<file path="config.mk">
export PLATFORM = sky130hd
export DESIGN_NAME = scc_cfg_regs
export DESIGN_NICKNAME = d
export VERILOG_FILES = /design/src/pkg/scc_pkg.sv /design/src/rtl/scc_cfg_regs.sv
export VERILOG_INCLUDE_DIRS = /design/src /design/src/pkg
export SDC_FILE = /design/constraint.sdc
export NUM_CORES = 1
export LEC_CHECK = 0
export BUFFER_PORTS_ARGS = -buffer_cell sky130_fd_sc_hd__buf_2
export CAP_MARGIN = 40
export CORE_ASPECT_RATIO = 0.6
export CORE_UTILIZATION = 51
export CTS_BUF_LIST = sky130_fd_sc_hd__clkbuf_8 sky130_fd_sc_hd__clkbuf_16
export DETAILED_ROUTE_END_ITERATION = 10
export PLACE_DENSITY = 0.78
export SLEW_MARGIN = 20
export SYNTH_ARGS = -nofsm -noshare
export SYNTH_HDL_FRONTEND = slang
export SYNTH_SLANG_ARGS = --single-unit
export TNS_END_PERCENT = 1
</file>
<file path="constraint.sdc">
create_clock -name CLK -period 4.12 [get_ports CLK]
set_clock_uncertainty 0.2 [all_clocks]
set_input_delay 0.206 -clock CLK [delete_from_list [all_inputs] [get_ports CLK]]
set_output_delay 0.206 -clock CLK [all_outputs]
set_load 0.02 [all_outputs]
</file>
<file path="src/pkg/scc_defs.svh">
`ifndef SCC_DEFS_SVH
`define SCC_DEFS_SVH
`define SCC_ADDR_B03      8'h03
`define SCC_ADDR_B10      8'h0A
`define SCC_ADDR_B11      8'h0B
`define SCC_ADDR_B24      8'h18
`define SCC_ADDR_B25      8'h19
`define SCC_ADDR_B26      8'h1A
`define SCC_BIT_BYPASS    6
`define SCC_BIT_LOCK      7
`define SCC_BIT_NVWR      7
`define SCC_BIT_NVBUSY    7
`define SCC_BIT_INSEL     4
`define SCC_SSC_MSB       6
`define SCC_SSC_LSB       4
`define SCC_FAC_MSB       3
`define SCC_FAC_LSB       0
`define SCC_CNT_MSB       6
`define SCC_SRC_MSB       7
`define SCC_SRC_LSB       6
`define SCC_PINSEL_MSB    1
`define SCC_PINSEL_LSB    0
`define SCC_SSC_BYPASS    3'h0
`define SCC_RST_B03       8'h00
`define SCC_RST_B10       8'h00
`define SCC_RST_B11       8'h00
`define SCC_RST_B25       8'h09
`define SCC_RST_B26       8'h1B
`define SCC_CNT_ZERO      7'h00
`define SCC_PINSEL_CODE   2'h1
`define SCC_SRC_XTAL      2'h0
`define SCC_SRC_SE_A      2'h1
`define SCC_SRC_SE_B      2'h2
`define SCC_SRC_DIFF      2'h3
`define SCC_NV_TIME_US    20
`define SCC_CLK_MHZ       40
`define SCC_NV_CYCLES     (`SCC_NV_TIME_US * `SCC_CLK_MHZ)
`define SCC_NVCNT_W       16
`endif

</file>
<file path="src/pkg/scc_pkg.sv">
package scc_pkg;
  typedef enum logic [2:0] {
    SCC_NV_IDLE = 3'h1,
    SCC_NV_PROG = 3'h2,
    SCC_NV_DONE = 3'h4
  } scc_nv_state_e;
  typedef struct packed {
    logic       wr;
    logic [7:0] addr;
    logic [7:0] wdata;
  } scc_req_s;
  typedef struct packed {
    logic       center;
    logic       down;
    logic       active;
    logic [1:0] step;
  } scc_spread_s;
endpackage : scc_pkg

</file>
<file path="src/rtl/scc_cfg_regs.sv">
`timescale 1ns/1ps
`include "scc_defs.svh"
// Contract
// - Spread codes 1-3 select center spread 0.1, 0.25, 0.4 percent; field bits 6:4.
// - Spread codes 4-7 select down spread 1, 1.5, 2, 3 percent.
// - Code zero bypasses spread; SPREAD active, center and down held low (step reads 3), normal output runs.
// - Lock bit blocks nonvolatile programming until SYS_RST; clearing the bit never reopens it.
// - After lock, writes still update working registers immediately.
// - Seven-bit count sets block read length; zero not allowed; default 27.
// - Nonvolatile write starts only on zero-to-one edge of command bit.
// - Command bit keeps host value; device never clears it.
// - Busy status readable at byte 24 bit 7.
// - Edge while locked starts no programming.
// - Byte 11 bits 7:6 pick crystal, two single-ended, or differential.
// - Byte 10 bit 4 picks single-ended input, input a by default.
// - Byte 10 bits 1:0 can hand input select to shared control pin.
// - Busy goes high at programming start, low at end; writes ignored.
module scc_cfg_regs (
  input  wire logic       CLK,
  input  wire logic       SYS_RST,
  input  wire logic       CE,
  input  wire logic       REQ_VALID,
  input  scc_pkg::scc_req_s REQ,
  input  wire logic       SHARED_CONTROL_PIN,
  output logic [7:0]      RDATA,
  output logic [6:0]      BLOCK_READ_COUNT,
  output logic            NV_WRITE_IN_PROGRESS,
  output logic            NV_PROG_STROBE,
  output logic            NV_PERMANENT_LOCK,
  output logic            LOOP_BYPASS,
  output logic [3:0]      MOD_FACTOR,
  output scc_pkg::scc_spread_s SPREAD,
  output logic [1:0]      INPUT_SOURCE,
  output logic            SEL_REF_INPUT_B
);
  logic [7:0] byte03;
  logic [7:0] byte10;
  logic [7:0] byte11;
  logic [7:0] byte25;
  logic [7:0] byte26;
  logic       lock_sticky;
  logic       wr_hit26;
  logic       nv_start;
  logic [`SCC_NVCNT_W-1:0] nv_cnt;
  scc_pkg::scc_nv_state_e  nv_state;
  logic [2:0] spread_amount_code;
  logic [`SCC_CNT_MSB:0] count_field;
  logic [3:0] factor_field;
  logic [1:0] src_field;
  logic [1:0] pinsel_field;
  logic       single_ended;
  localparam logic [`SCC_NVCNT_W-1:0] NV_LAST = `SCC_NVCNT_W'(`SCC_NV_CYCLES - 1);
  // Writes during programming are dropped to protect the array image
  wire wr_ok = CE && REQ_VALID && REQ.wr && (nv_state != scc_pkg::SCC_NV_PROG);
  assign wr_hit26 = wr_ok && (REQ.addr == `SCC_ADDR_B26);
  assign nv_start = wr_hit26 && REQ.wdata[`SCC_BIT_NVWR] && !byte26[`SCC_BIT_NVWR]
                    && !lock_sticky && !byte25[`SCC_BIT_LOCK];
  assign spread_amount_code = byte25[`SCC_SSC_MSB:`SCC_SSC_LSB];
  assign count_field        = byte26[`SCC_CNT_MSB:0];
  assign factor_field       = byte25[`SCC_FAC_MSB:`SCC_FAC_LSB];
  assign src_field          = byte11[`SCC_SRC_MSB:`SCC_SRC_LSB];
  assign pinsel_field       = byte10[`SCC_PINSEL_MSB:`SCC_PINSEL_LSB];
  assign single_ended       = (src_field == `SCC_SRC_SE_A) || (src_field == `SCC_SRC_SE_B);

  always_ff @(posedge CLK) begin
    if (SYS_RST) begin
      byte03 <= `SCC_RST_B03;
      byte10 <= `SCC_RST_B10;
      byte11 <= `SCC_RST_B11;
      byte25 <= `SCC_RST_B25;
      byte26 <= `SCC_RST_B26;
    end else if (wr_ok) begin
      case (REQ.addr)
        `SCC_ADDR_B03: byte03 <= REQ.wdata;
        `SCC_ADDR_B10: byte10 <= REQ.wdata;
        `SCC_ADDR_B11: byte11 <= REQ.wdata;
        `SCC_ADDR_B25: byte25 <= REQ.wdata;
        // Zero count is refused so a block read always returns data
        `SCC_ADDR_B26: byte26 <= (REQ.wdata[`SCC_CNT_MSB:0] == `SCC_CNT_ZERO) ?
                                 {REQ.wdata[`SCC_BIT_NVWR], count_field} : REQ.wdata;
        default: ;
      endcase
    end
  end

  always_ff @(posedge CLK) begin
    if (SYS_RST)
      lock_sticky <= 1'b0;
    else if (CE && byte25[`SCC_BIT_LOCK])
      lock_sticky <= 1'b1;
  end

  always_ff @(posedge CLK) begin
    if (SYS_RST) begin
      nv_state <= scc_pkg::SCC_NV_IDLE;
      nv_cnt   <= '0;
    end else if (CE) begin
      case (nv_state)
        // A fresh edge in the cycle right after completion must not be lost
        scc_pkg::SCC_NV_IDLE, scc_pkg::SCC_NV_DONE: if (nv_start) begin
          nv_state <= scc_pkg::SCC_NV_PROG;
          nv_cnt   <= '0;
        end else begin
          nv_state <= scc_pkg::SCC_NV_IDLE;
        end
        scc_pkg::SCC_NV_PROG: if (nv_cnt == NV_LAST) begin
          nv_state <= scc_pkg::SCC_NV_DONE;
        end else begin
          nv_cnt <= nv_cnt + 1'b1;
        end
        default: nv_state <= scc_pkg::SCC_NV_IDLE;
      endcase
    end
  end

  always_ff @(posedge CLK) begin
    if (SYS_RST) begin
      NV_WRITE_IN_PROGRESS <= 1'b0;
      NV_PROG_STROBE       <= 1'b0;
    end else if (CE) begin
      NV_WRITE_IN_PROGRESS <= (nv_state == scc_pkg::SCC_NV_PROG) ? (nv_cnt != NV_LAST)
                              : nv_start;
      NV_PROG_STROBE       <= nv_start;
    end
  end

  always_ff @(posedge CLK) begin
    if (SYS_RST) begin
      SPREAD <= '0;
    end else if (CE) begin
      SPREAD.active <= (spread_amount_code != `SCC_SSC_BYPASS);
      SPREAD.center <= (spread_amount_code != `SCC_SSC_BYPASS) && !spread_amount_code[2];
      SPREAD.down   <= spread_amount_code[2];
      SPREAD.step   <= (spread_amount_code[2]) ? spread_amount_code[1:0]
                       : spread_amount_code[1:0] - 2'h1;
    end
  end

  always_ff @(posedge CLK) begin
    if (SYS_RST) begin
      RDATA             <= '0;
      BLOCK_READ_COUNT  <= 7'(`SCC_RST_B26);
      NV_PERMANENT_LOCK <= 1'b0;
      LOOP_BYPASS       <= 1'b0;
      MOD_FACTOR        <= '0;
      INPUT_SOURCE      <= `SCC_SRC_XTAL;
      SEL_REF_INPUT_B   <= 1'b0;
    end else if (CE) begin
      case (REQ.addr)
        `SCC_ADDR_B03: RDATA <= byte03;
        `SCC_ADDR_B10: RDATA <= byte10;
        `SCC_ADDR_B11: RDATA <= byte11;
        `SCC_ADDR_B24: RDATA <= {NV_WRITE_IN_PROGRESS, 7'h00};
        `SCC_ADDR_B25: RDATA <= byte25;
        `SCC_ADDR_B26: RDATA <= byte26;
        default:       RDATA <= 8'h00;
      endcase
      BLOCK_READ_COUNT  <= count_field;
      NV_PERMANENT_LOCK <= lock_sticky | byte25[`SCC_BIT_LOCK];
      LOOP_BYPASS       <= byte03[`SCC_BIT_BYPASS];
      MOD_FACTOR        <= factor_field;
      INPUT_SOURCE      <= src_field;
      // Pin select only matters in single-ended mode
      SEL_REF_INPUT_B   <= single_ended &&
                           ((pinsel_field == `SCC_PINSEL_CODE) ? SHARED_CONTROL_PIN
                                                               : byte10[`SCC_BIT_INSEL]);
    end
  end

  lock_stays_a: assert property (@(posedge CLK) disable iff (SYS_RST)
    CE && NV_PERMANENT_LOCK |=> NV_PERMANENT_LOCK)
    else $error("lock dropped");
  locked_no_prog_a: assert property (@(posedge CLK) disable iff (SYS_RST)
    NV_PERMANENT_LOCK |-> !nv_start)
    else $error("program while locked");
  edge_only_a: assert property (@(posedge CLK) disable iff (SYS_RST)
    nv_start |-> !byte26[`SCC_BIT_NVWR])
    else $error("start without edge");
  busy_rise_a: assert property (@(posedge CLK) disable iff (SYS_RST)
    CE && nv_start |=> NV_WRITE_IN_PROGRESS)
    else $error("busy not set");
  cmd_kept_a: assert property (@(posedge CLK) disable iff (SYS_RST)
    !wr_hit26 |=> byte26 == $past(byte26))
    else $error("command bit changed");
  count_nonzero_a: assert property (@(posedge CLK) disable iff (SYS_RST)
    count_field != `SCC_CNT_ZERO)
    else $error("zero count");
  bypass_idle_a: assert property (@(posedge CLK) disable iff (SYS_RST)
    CE && spread_amount_code == 3'h0 |=> !SPREAD.active)
    else $error("spread not bypassed");
  down_spread_a: assert property (@(posedge CLK) disable iff (SYS_RST)
    CE && spread_amount_code[2] |=> SPREAD.down && !SPREAD.center)
    else $error("down spread wrong");
  strobe_single_a: assert property (@(posedge CLK) disable iff (SYS_RST)
    CE && NV_PROG_STROBE |=> !NV_PROG_STROBE)
    else $error("strobe longer than one cycle");
  busy_fall_a: assert property (@(posedge CLK) disable iff (SYS_RST)
    CE && nv_state == scc_pkg::SCC_NV_PROG && nv_cnt == NV_LAST |=> !NV_WRITE_IN_PROGRESS)
    else $error("busy not cleared");
  prog_writes_a: assert property (@(posedge CLK) disable iff (SYS_RST)
    nv_state == scc_pkg::SCC_NV_PROG |=> $stable(byte25) && $stable(byte26))
    else $error("write taken while programming");
  center_spread_a: assert property (@(posedge CLK) disable iff (SYS_RST)
    CE && spread_amount_code != `SCC_SSC_BYPASS && !spread_amount_code[2]
    |=> SPREAD.center && SPREAD.active && SPREAD.step == 2'($past(spread_amount_code[1:0]) - 2'h1))
    else $error("center spread wrong");
  pin_select_a: assert property (@(posedge CLK) disable iff (SYS_RST)
    CE && single_ended && pinsel_field == `SCC_PINSEL_CODE
    |=> SEL_REF_INPUT_B == $past(SHARED_CONTROL_PIN))
    else $error("pin select ignored");
  bit_select_a: assert property (@(posedge CLK) disable iff (SYS_RST)
    CE && single_ended && pinsel_field != `SCC_PINSEL_CODE
    |=> SEL_REF_INPUT_B == $past(byte10[`SCC_BIT_INSEL]))
    else $error("select bit ignored");
  no_select_a: assert property (@(posedge CLK) disable iff (SYS_RST)
    CE && !single_ended |=> !SEL_REF_INPUT_B)
    else $error("select outside single-ended");
  lock_writes_a: assert property (@(posedge CLK) disable iff (SYS_RST)
    wr_ok && lock_sticky && REQ.addr == `SCC_ADDR_B25 |=> byte25 == $past(REQ.wdata))
    else $error("write lost after lock");
  prog_cover_c: cover property (@(posedge CLK) nv_start);
  lock_cover_c: cover property (@(posedge CLK) lock_sticky && wr_hit26);
  pin_cover_c:  cover property (@(posedge CLK) pinsel_field == `SCC_PINSEL_CODE);
  busy_end_c:   cover property (@(posedge CLK) $fell(NV_WRITE_IN_PROGRESS));
  down_cover_c: cover property (@(posedge CLK) SPREAD.down);
endmodule : scc_cfg_regs

</file>
==> results of run 1 <==
[flip-flops by register name (all words and copies together), names as in the netlist, 2 cells and up]
name              count
SPREAD                5
BLOCK_READ_COUNT      7
byte26                8
nv_state              3
byte10                8
RDATA                 8
MOD_FACTOR            4
byte03                8
nv_cnt               16
byte11                8
byte25                8
INPUT_SOURCE          2
[what timing repair did]
| item | 4_1_cts | 5_1_grt |
|---|---|---|
| endpoints found under the setup margin | 0 | 0 |
| hold endpoints to repair | 25 | 0 |
| hold buffers | 8 | 0 |
[cell families (layout without fill, tap and decap cells)]
logic type | count (synthesis) | count (layout) | share of synthesized area
DFF | 91 | 91 | 0.451
xor gates and xnor gates | 14 | 14 | 0.0304
AOI/OAI and AO/OA | 75 | 75 | 0.126
muxes | 40 | 40 | 0.0995
and+or+nand+nor | 193 | 193 | 0.243
buffers and inverters | 33 | 87 | 0.0437
adders and majority gates | 2 | 2 | 0.00620
[cell usage after synthesis, drive strengths merged, types with 7 or more instances]
cell type  count
dfxtp         91
nand2         60
nor2          54
mux2i         39
a21oi         34
buf           16
nand4         14
clkbuf        11
xor2          11
nand2b        10
nor2b         10
nand3          9
a22o           7
a22oi          7
nor3           7
[power by group through the flow]
stage,registers (uW),logic [uW],clock network (uW)
finish,891,99.8,753
CTS,891,98.5,759
floorplan,919,50.0,0
detailed placement,911,92.0,0
global route,892,107,807
global placement,911,91.3,0
[worst reg2reg max path: stages (launching register included)]
cell	delay, ns
dfxtp_1	0.34
nor3b_2	0.16
buf_4	0.20
nand4b_1	0.42
or4_1	0.78
nand2_1	0.14
a21oi_1	0.07
[metal layers]
| metal | share of wire | vias to the layer above | routed length (microns) |
|---|---|---|---|
| li1 | - | 1663 | - |
| met1 | 0.50 | 1621 | 4910 |
| met2 | 0.42 | 148 | 4090 |
| met3 | 0.081 | 6 | 796 |
| met4 | 0.0048 | 0 | 47 |
| met5 | 0 | - | 0 |
[area by class of cell]
| cell class | count | area share |
|---|---|---|
| Multi-Input combinational cell | 324 | 0.437 |
| Sequential cell | 91 | 0.391 |
| Timing Repair Buffer | 66 | 0.0821 |
| Clock buffer | 10 | 0.0512 |
| Tap cell | 104 | 0.0279 |
| Clock inverter | 6 | 0.00697 |
| Inverter | 5 | 0.00402 |
[stage by stage]
| step | cells | setup slack [ns] | instance area (sq um) | hold WS [ns] | util |
|---|---|---|---|---|---|
| after floorplan | 448 | 1.99 | 4040 | 0.124 | - |
| after global placement | 580 | 1.48 | 4300 | 0.239 | 0.577 |
| after detailed placement | 580 | 1.39 | 4300 | 0.246 | 0.577 |
| after CTS | 604 | 1.50 | 4650 | 0.00845 | 0.625 |
| after global routing | 606 | 1.53 | 4660 | 0.00690 | 0.626 |
| final | 606 | 1.67 | 4660 | 0.0194 | 0.626 |
[worst paths after layout]
| kind | from | endpoint | depth (start not counted) |
|---|---|---|---|
| setup / recovery | nv_state[1] | byte11[3] | 6 |
| hold / removal | REQ[5] | byte11[5] | 3 |
| setup reg to reg | nv_state[1] | byte11[3] | 6 |
| hold reg to reg | byte10[2] | byte10[2] | 2 |
==> summary.txt, run 1 <==
Routing
  – Via count: approximately 3.4k
  – 1st-iter DRT viols: 248
  – Routed Antenna Nets: 0
  – DR vias/cell: ~5.7
  – Routed WL: 9840 microns
  – WL per Instance: roughly 16 microns
  – DRC errors left: 0
  – Pre-antenna DRT Iters: 5

Critical path
  – R2r setup slk: 1.67 ns
  – Top delay family on crit path: simple AND/OR/NAND/NOR gates
  – Slowest stage delay, CP: 0.78 ns
  – Buf+Inv Stages, Crit Path: 1
  – Startpoint type of the worst setup path: register
  – Crit path required time: 4.11 ns
  – CP endpoint kind: register
  – Max Fanout on Critical Path: 17
  – Slowest CP cell: or4_1
  – Worst setup path class: register to register
  – CP cell instances: nor3b_2, buf_4, nand4b_1, or4_1, nand2_1, a21oi_1
  – WP data arrival: approximately 2.5 ns

Clocking
  – Reg clk slew, reported paths: 0.06 ns
  – Clock Sinks: a little over 90
  – Post-CTS setup buffer count: 0
  – Clock Tree Root: clkbuf_16
  – CTS tree: built
  – Resize count post-CTS: 0
  – Max clock buf depth: 2
  – CTS Buf Count: 9
  – Clk_lat worst skew: about 0.34 ns
  – H-Tree Depth: 3

STA
  – Setup TNS: 0 ns
  – RSZ-0062 raised after global routing: no
  – Worst-Margin Slew: just under 0.8 ns
  – Final Hold Fails: 0
  – Count of final setup violators: 0
  – FMAX: 408 MHz
  – Max transition margin: 0.472
  – Minimum clock period: around 2.5 ns
  – Crit share post-route: 0.595
  – Slew Viols, Final: 0

Synth
  – Synth area leaders: dfxtp_1 45%, mux2i_1 9.7%, nand2_1 5.5%, nor2_1 5.0%, a21oi_1 4.1%
  – Sequential share of the synthesized area: 0.451
  – Synth Cell Area: ~0.0040 sq mm
  – Prevailing post-synth register cell: dfxtp_1
  – Post-Syn Nets: about 470
  – Synthesis Warnings: 0
  – Mean Syn Cell Area: between 9 and 10 sq um
  – Post-synth EDFFs: 0
  – Post-Synthesis Cells: 448
  – Fraction of registers with async set/reset: 0
  – Synthesis-stage register bit count: ~90
  – Number of library cell types mapped by synthesis: between 50 and 60
  – Top cell type's share of synthesized area: 0.451
  – Synth area leader: dfxtp_1

Pwr
  – Clk pwr share: 0.432
  – Leak pwr: 0.00192 uW
  – Flop pwr share: 0.511
  – Internal: ~1300 uW
  – Switching Share: 0.230
  – Gate power share: 0.057
  – Pwr dens: approximately 370 mW/mm^2
  – Power, Total: 1740 uW
  – Worst vdd ir: 0.000232 V
  – Sw Pwr: between 400 and 500 uW

Hold path
  – Hold Path Class: input port to register

Floorplanning
  – Initial Utilization: 0.542
  – Core footprint: around 0.0074 sq mm
  – Std cell rows: 24
  – DIE HEIGHT: ~71 microns
  – I/O pin count: 53
  – Die area: approximately 0.0083 sq mm
  – Die width: approximately 120 microns

Global route
  – Global-route wire length before repair: between 15000 and 20000 microns
  – Met1 Track Usage GR: 0.385
  – Gr ovfl total: 0
  – Largest net degree at the start of global routing: 67
  – Vias in the first global route: 3160
  – Initial antenna violation count: 0
  – Gr busiest metal: met1
  – Met3 usage: 0.0780
  – GRT Util Overall: 0.256
  – Global routing usage on met2: 0.356

Job
  – Max-Cap Viols: 0

Cells and area
  – # nets final: roughly 520
  – Commonest cells after routing, fill and taps aside: 91 x dfxtp_1, 59 x nand2_1, 54 x nor2_1
  – Multi-input combinational cell area: 0.00204 sq mm
  – Layout cells sized above 1: 0.167
  – Diode count: 0
  – FF/Latch Area: between 0.0015 and 0.002 sq mm
  – Area growth syn-to-layout: 15.5%
  – Layout fillers: roughly 660
  – Most common cell after layout, fill and taps aside: dfxtp_1

Outcome
  – Outcome: completed

Placed design
  – IO buf count: 52
  – Final Wtd Congestion: roughly 0.84
  – Dpl hpwl: 6810 microns
(Power assumes the default switching activity.)
==> run 2, diff against run 1 <==
--- a/config.mk
+++ b/config.mk
@@ -6,13 +6,14 @@
 export SDC_FILE = /design/constraint.sdc
 export NUM_CORES = 1
 export LEC_CHECK = 0
+export ABC_AREA = 1
 export BUFFER_PORTS_ARGS = -buffer_cell sky130_fd_sc_hd__buf_2
 export CAP_MARGIN = 40
 export CORE_ASPECT_RATIO = 0.6
 export CORE_UTILIZATION = 51
 export CTS_BUF_LIST = sky130_fd_sc_hd__clkbuf_8 sky130_fd_sc_hd__clkbuf_16
 export DETAILED_ROUTE_END_ITERATION = 10
-export PLACE_DENSITY = 0.78
+export PLACE_DENSITY = 0.77
 export SLEW_MARGIN = 20
 export SYNTH_ARGS = -nofsm -noshare
 export SYNTH_HDL_FRONTEND = slang
==> constraint.sdc (replaced) <==
create_clock -name CLK -period 2.46 [get_ports CLK]
set_clock_uncertainty 0.2 [all_clocks]
set_input_delay 0.123 -clock CLK [delete_from_list [all_inputs] [get_ports CLK]]
set_output_delay 0.123 -clock CLK [all_outputs]
set_load 0.02 [all_outputs]
==> run 2 against run 1 <==
  * Final cell count increased by 24%
  * Register-to-register slack got worse by 1.3 ns
  * Die area increased by 9.1%
  * Total power increased by 84%
  * Via count increased by 22%
  * Synthesized area increased by 9.3%
  * Worst hold slack improved by 0.016 ns
  * Fmax increased by 15%
  * Critical endpoint is now byte26[6]
  * Largest cell class unchanged
==> summary.txt, run 2 <==
Outcome
  – Outcome: completed

Placed design
  – Dpl hpwl: ~8400 microns
  – Final Wtd Congestion: 0.927
  – Placed insts: 725
  – IO buf count: 52
  – Area post-placement: 0.00469 sq mm

Synth
  – Fraction of registers with async set/reset: 0
  – Synthesis-stage register bit count: between 90 and 100
  – Number of library cell types mapped by synthesis: 42
  – Post-Synthesis Cells: roughly 600
  – Synthesis Warnings: 0
  – Synth Cell Area: about 0.0044 sq mm
  – Mean Syn Cell Area: 7.53 sq um
  – Post-Syn Nets: 610
  – Sequential share of the synthesized area: 0.413
  – Synth area leader: dfxtp_1
  – Most frequent cell after synthesis: nand2_1
  – Post-synth top cells: 102 x nand2_1, 91 x dfxtp_1, 65 x nor2_1
  – Prevailing post-synth register cell: dfxtp_1
  – Top cell type's share of synthesized area: 0.413
  – Synth area leaders: dfxtp_1 41%, nand2_1 8.7%, a21oi_1 6.5%, nand3_1 5.7%, nor2_1 5.5%
  – Post-synth EDFFs: 0

STA
  – Crit share post-route: 0.868
  – Minimum clock period: ~2.1 ns
  – Slew Viols, Final: 0
  – Worst-Margin Slew: slightly above 0.7 ns
  – Setup TNS: 0 ns
  – RSZ-0062 raised after global routing: no
  – Count of final setup violators: 0
  – Max transition margin: 0.526
  – FMAX: roughly 470 MHz
  – Final Hold Fails: 0

Clocking
  – Clk_lat worst skew: between 0.3 and 0.4 ns
  – CTS Hold Buffers Added: 8
  – H-Tree Depth: 3
  – Clock Sinks: 91
  – Resize count post-CTS: 0
  – Max clock buf depth: 2
  – Post-CTS setup buffer count: 0
  – Reg clk slew, reported paths: ~0.06 ns
  – Clock Tree Root: clkbuf_16
  – CTS Buf Count: 9
  – CTS tree: built

Cells and area
  – Layout cells sized above 1: 0.211
  – Area growth syn-to-layout: 15.3%
  – Design area: slightly above 0.005 sq mm
  – Top reg by flops: nv_cnt
  – Commonest cells after routing, fill and taps aside: 102 x nand2_1, 91 x dfxtp_1, 65 x nor2_1
  – Max reg flops: 16
  – Most common cell after layout, fill and taps aside: nand2_1
  – Finished Layout Cells: ~750
  – Diode count: 0
  – # nets final: 660

Floorplanning
  – I/O pin count: 53
  – Core footprint: between 0.008 and 0.009 sq mm
  – Die area: roughly 0.0090 sq mm
  – Initial Utilization: 0.543
  – Std cell rows: 25
  – Die width: around 120 microns
  – DIE HEIGHT: around 74 microns

Pwr
  – Pwr dens: 631 mW/mm^2
  – Worst vdd ir: approximately 0.00043 V
  – Power, Total: 3210 uW
  – Leak pwr: between 0.002 and 0.0025 uW

Critical path
  – CP cell instances: nor2_2, nand2_4, inv_2, nor2_4, inv_4, nor2_2, o21ai_1, o21ai_0, a21oi_1
  – WP data arrival: between 2 and 2.5 ns
  – Crit path top cell by count: nor2_2
  – Startpoint type of the worst setup path: register
  – Max Fanout on Critical Path: 17
  – Worst R2R Path Depth: 9
  – Slowest CP cell: o21ai_1
  – CP Launch Point: nv_state[0]
  – Worst r2r src: nv_state[0]
  – Slowest stage delay, CP: around 0.4 ns
  – Crit path required time: roughly 2.5 ns
  – Worst setup path class: register to register
  – CP endpoint kind: register

Global route
  – GRT Util Overall: 0.278
  – Gr ovfl total: 0
  – Largest net degree at the start of global routing: 61
  – Vias in the first global route: 3700
  – Global-route wire length before repair: 19100 microns
  – Initial antenna violation count: 0

Routing
  – Via count: 4194
  – Pre-antenna DRT Iters: 5
  – Routed Antenna Nets: 0
  – DR vias/cell: 5.60
  – Routed WL: approximately 12000 microns
  – DRC errors left: 0
  – 1st-iter DRT viols: between 500 and 600
  – WL per Instance: about 16 microns

Job
  – Max-Cap Viols: 0

Hold path
  – Hold Path Class: input port to register
  – Hold Path Stages: 5
  – Hold_sp: SHARED_CONTROL_PIN
run 2: cell families after synthesis:
family                     Yosys count  share of synthesized area
xor gates and xnor gates             6                     0.0119
and+or+nand+nor                    266                      0.303
adders and majority gates            2                    0.00567
DFF                                 91                      0.413
buffers and inverters               73                     0.0757
AOI/OAI and AO/OA                  148                      0.191
run 2: cell type report:
type / instances / area [sq um]
Clock inverter: 7 / 92.6
Clock buffer: 9 / 225
Tap cell: 108 / 135
Multi-Input combinational cell: 422 / 2260
Sequential cell: 91 / 1820
Timing Repair Buffer: 65 / 378
Inverter: 47 / 179
Fill cell: 735 / 3040
run 2: final timing paths:
kind	endpoint	slack [ns]
setup / recovery	byte26[6]	0.32
hold / removal	SEL_REF_INPUT_B	0.04
setup reg to reg	byte26[6]	0.32
hold reg to reg	BLOCK_READ_COUNT[3]	0.25
run 2: worst max-delay path, delay by kind of cell (launching register included):
family | cells | cell delay, ns
flops | 1 | 0.33
buf+inv | 2 | 0.26
simple gates | 4 | 0.51
compound gates | 3 | 0.75
run 2: through the flow:
stage | hold WS, ns | worst slack [ns] | util
6_report | 0.0353 | 0.324 | 0.626
5_1_grt | 0.0639 | 0.196 | 0.626
4_1_cts | 0.0241 | 0.354 | 0.626
3_5_place_dp | 0.228 | 0.369 | 0.577
3_3_place_gp | 0.226 | 0.518 | 0.577
2_1_floorplan | 0.0847 | 0.629 | -
run 2: metal layers:
| layer | share of wire | routed length [microns] | global-route usage | up-vias |
|---|---|---|---|---|
| met5 | 0 | 0 | 0 | - |
| met4 | 0.0099 | 118 | 0.0705 | 0 |
| li1 | - | - | - | 2063 |
| met1 | 0.47 | 5610 | 0.398 | 1893 |
| met2 | 0.41 | 4890 | 0.408 | 222 |
| met3 | 0.11 | 1350 | 0.0844 | 16 |
run 2: where the power goes:
group	switching, uW	internal [uW]
Combinational	173	70.4
Sequential	13.2	1490
Clock	571	887
==> run 3, diff against run 2 <==
--- a/config.mk
+++ b/config.mk
@@ -6,14 +6,13 @@
 export SDC_FILE = /design/constraint.sdc
 export NUM_CORES = 1
 export LEC_CHECK = 0
-export ABC_AREA = 1
 export BUFFER_PORTS_ARGS = -buffer_cell sky130_fd_sc_hd__buf_2
 export CAP_MARGIN = 40
 export CORE_ASPECT_RATIO = 0.6
 export CORE_UTILIZATION = 51
 export CTS_BUF_LIST = sky130_fd_sc_hd__clkbuf_8 sky130_fd_sc_hd__clkbuf_16
 export DETAILED_ROUTE_END_ITERATION = 10
-export PLACE_DENSITY = 0.77
+export PLACE_DENSITY = 0.78
 export SLEW_MARGIN = 20
 export SYNTH_ARGS = -nofsm -noshare
 export SYNTH_HDL_FRONTEND = slang
==> run 3 against run 2 <==
  * Largest cell class unchanged
  * Critical path depth fell by 3
  * Fmax shrank 5.5%
  * Register-to-register slack lost 0.05 ns
  * Final cell count down 18%
  * Non-clock buffer count grew 11
  * Global-route usage shrank 1.9 points
  * Critical path type is now input port to register
  * First-iteration DRC count fell by 54%
==> summary.txt, run 3 (same netlist as run 1, synthesis figures left out) <==
Global route
  – Initial antenna violation count: 0
  – Gr ovfl total: 0
  – GRT Util Overall: 0.259
  – Largest net degree at the start of global routing: between 50 and 60
  – Global-route wire length before repair: between 15000 and 20000 microns
  – Vias in the first global route: around 3.2k

Floorplanning
  – I/O pin count: 53
  – Die width: 117 microns
  – Core footprint: ~0.0074 sq mm
  – Die area: 0.00829 sq mm
  – DIE HEIGHT: around 70 microns
  – Std cell rows: 24
  – Initial Utilization: 0.542

Placed design
  – Area post-placement: between 0.004 and 0.005 sq mm
  – Dpl hpwl: about 7100 microns
  – IO buf count: 52
  – Final Wtd Congestion: approximately 0.84

Routing
  – WL per Instance: approximately 16 microns
  – DRC errors left: 0
  – 1st-iter DRT viols: ~250
  – Via count: around 3.4k
  – Pre-antenna DRT Iters: 5
  – DR vias/cell: 5.60
  – Routed WL: 9980 microns
  – Routed Antenna Nets: 0

Critical path
  – Buf+Inv Stages, Crit Path: 2
  – Terminus of the critical flop-to-flop path: byte03[0]
  – Top delay family on crit path: compound AO/OA/AOI/OAI gates
  – Crit path required time: 2.53 ns
  – Startpoint type of the worst setup path: input port
  – Worst R2R Path Depth: 5
  – Slowest CP cell: o41ai_2
  – R2r setup slk: 0.27 ns
  – Max Fanout on Critical Path: 7
  – Worst setup path class: input port to register
  – Slowest stage delay, CP: 0.71 ns
  – Worst r2r src: nv_state[1]
  – CP endpoint kind: register
  – WP data arrival: 2.33 ns
  – CP cell instances: dlygate4sd3_1, buf_2, or4_1, o41ai_2, nand2_1, a21oi_1

Pwr
  – Power, Total: 2930 uW
  – Worst vdd ir: 0.000387 V
  – Pwr dens: a little over 600 mW/mm^2
  – Leak pwr: around 0.0020 uW

Outcome
  – Outcome: completed

STA
  – Worst-Margin Slew: 0.873 ns
  – Max transition margin: 0.411
  – Count of final setup violators: 0
  – RSZ-0062 raised after global routing: no
  – Crit share post-route: 0.918
  – Minimum clock period: 2.26 ns
  – Hold slack final: approximately 0.07 ns
  – Slew Viols, Final: 0
  – FMAX: 443 MHz
  – Final Hold Fails: 0
  – Setup TNS: 0 ns

Clocking
  – H-Tree Depth: 3
  – Reg clk slew, reported paths: ~0.060 ns
  – Max clock buf depth: 2
  – Clock Tree Root: clkbuf_16
  – Clk_lat worst skew: approximately 0.34 ns
  – Clock Sinks: 91
  – CTS tree: built
  – CTS Buf Count: 9

Cells and area
  – Layout fillers: between 600 and 700
  – Diode count: 0
  – Top reg by flops: nv_cnt
  – Design area: approximately 0.0048 sq mm
  – Area growth syn-to-layout: 17.9%
  – Max reg flops: 16
  – # nets final: between 500 and 600
  – Commonest cells after routing, fill and taps aside: 91 x dfxtp_1, 59 x nand2_1, 54 x nor2_1
  – Layout cells sized above 1: 0.176
  – Most common cell after layout, fill and taps aside: dfxtp_1

Hold path
  – Hold endpoint: SEL_REF_INPUT_B
  – Hold Path Class: input port to register
  – Hold_sp: SHARED_CONTROL_PIN
  – Hold Path Stages: 4

Job
  – Max-Cap Viols: 0
[run 3: cell count changes in the layout (fill, tap and decap cells not counted), moves of 11 or more]
cell     delta
nor2_1     -11
nand3_1    -41
o21ai_1    -27
nand2_1    -43
o21ai_0    -26
a21oi_1    -24
inv_1      -27
mux2i_1    +39
[run 3: worst max-delay path by stage]
stage                       start    endpoint  slack, ns  cells after the start
final                      REQ[1]   byte26[2]       0.20                      6
after CTS                  REQ[1]   byte26[2]       0.25                      6
after detailed placement  REQ[15]  nv_cnt[14]       0.18                      8
after global placement    REQ[15]  nv_cnt[15]       0.19                      8
after floorplan           REQ[15]   byte10[0]       0.41                      8
after global routing       REQ[1]   byte26[6]       0.06                      6
[run 3: area by class of cell]
class	count	area (sq um)	area share
multi-input combinational	324	2040	0.428
timing repair buffer	76	475	0.0999
clock buffer	11	253	0.0531
inverter	5	18.8	0.00394
tap	104	130	0.0273
clock inverter	5	22.5	0.00473
sequential	91	1820	0.383
[run 3: through the flow]
| step | worst slack (ns) | instances | utilization |
|---|---|---|---|
| after floorplan | 0.415 | 448 | - |
| after global placement | 0.191 | 591 | 0.590 |
| after detailed placement | 0.183 | 591 | 0.590 |
| after CTS | 0.251 | 616 | 0.639 |
| after global routing | 0.0641 | 616 | 0.639 |
| final | 0.201 | 616 | 0.639 |
[run 3: per-layer routing]
metal | track usage | vias to the layer above | routed length [microns] | part of all wire
li1 | - | 1692 | - | -
met1 | 0.382 | 1616 | 4940 | 0.49
met2 | 0.368 | 133 | 4200 | 0.42
met3 | 0.0626 | 8 | 740 | 0.074
met4 | 0.0886 | 0 | 102 | 0.010
met5 | 0 | - | 0 | 0
[run 3: power by group]
group	switching, uW	internal [uW]
registers	7.34	1490
logic	109	66.5
clock network	533	725
total	649	2280
[run 3: worst min-delay path: stages]
cell	delay, ns
buf_2	0.09
mux2_2	0.13
nand3_1	0.08
a21oi_1	0.15
[run 3: repair_timing]
action                                  in CTS  in global routing
hold buffers                                 9                  0
resized for setup                            0                  0
endpoints found under the setup margin       0                  0
hold endpoints to repair                    46                  0
buffers inserted                             0                  0
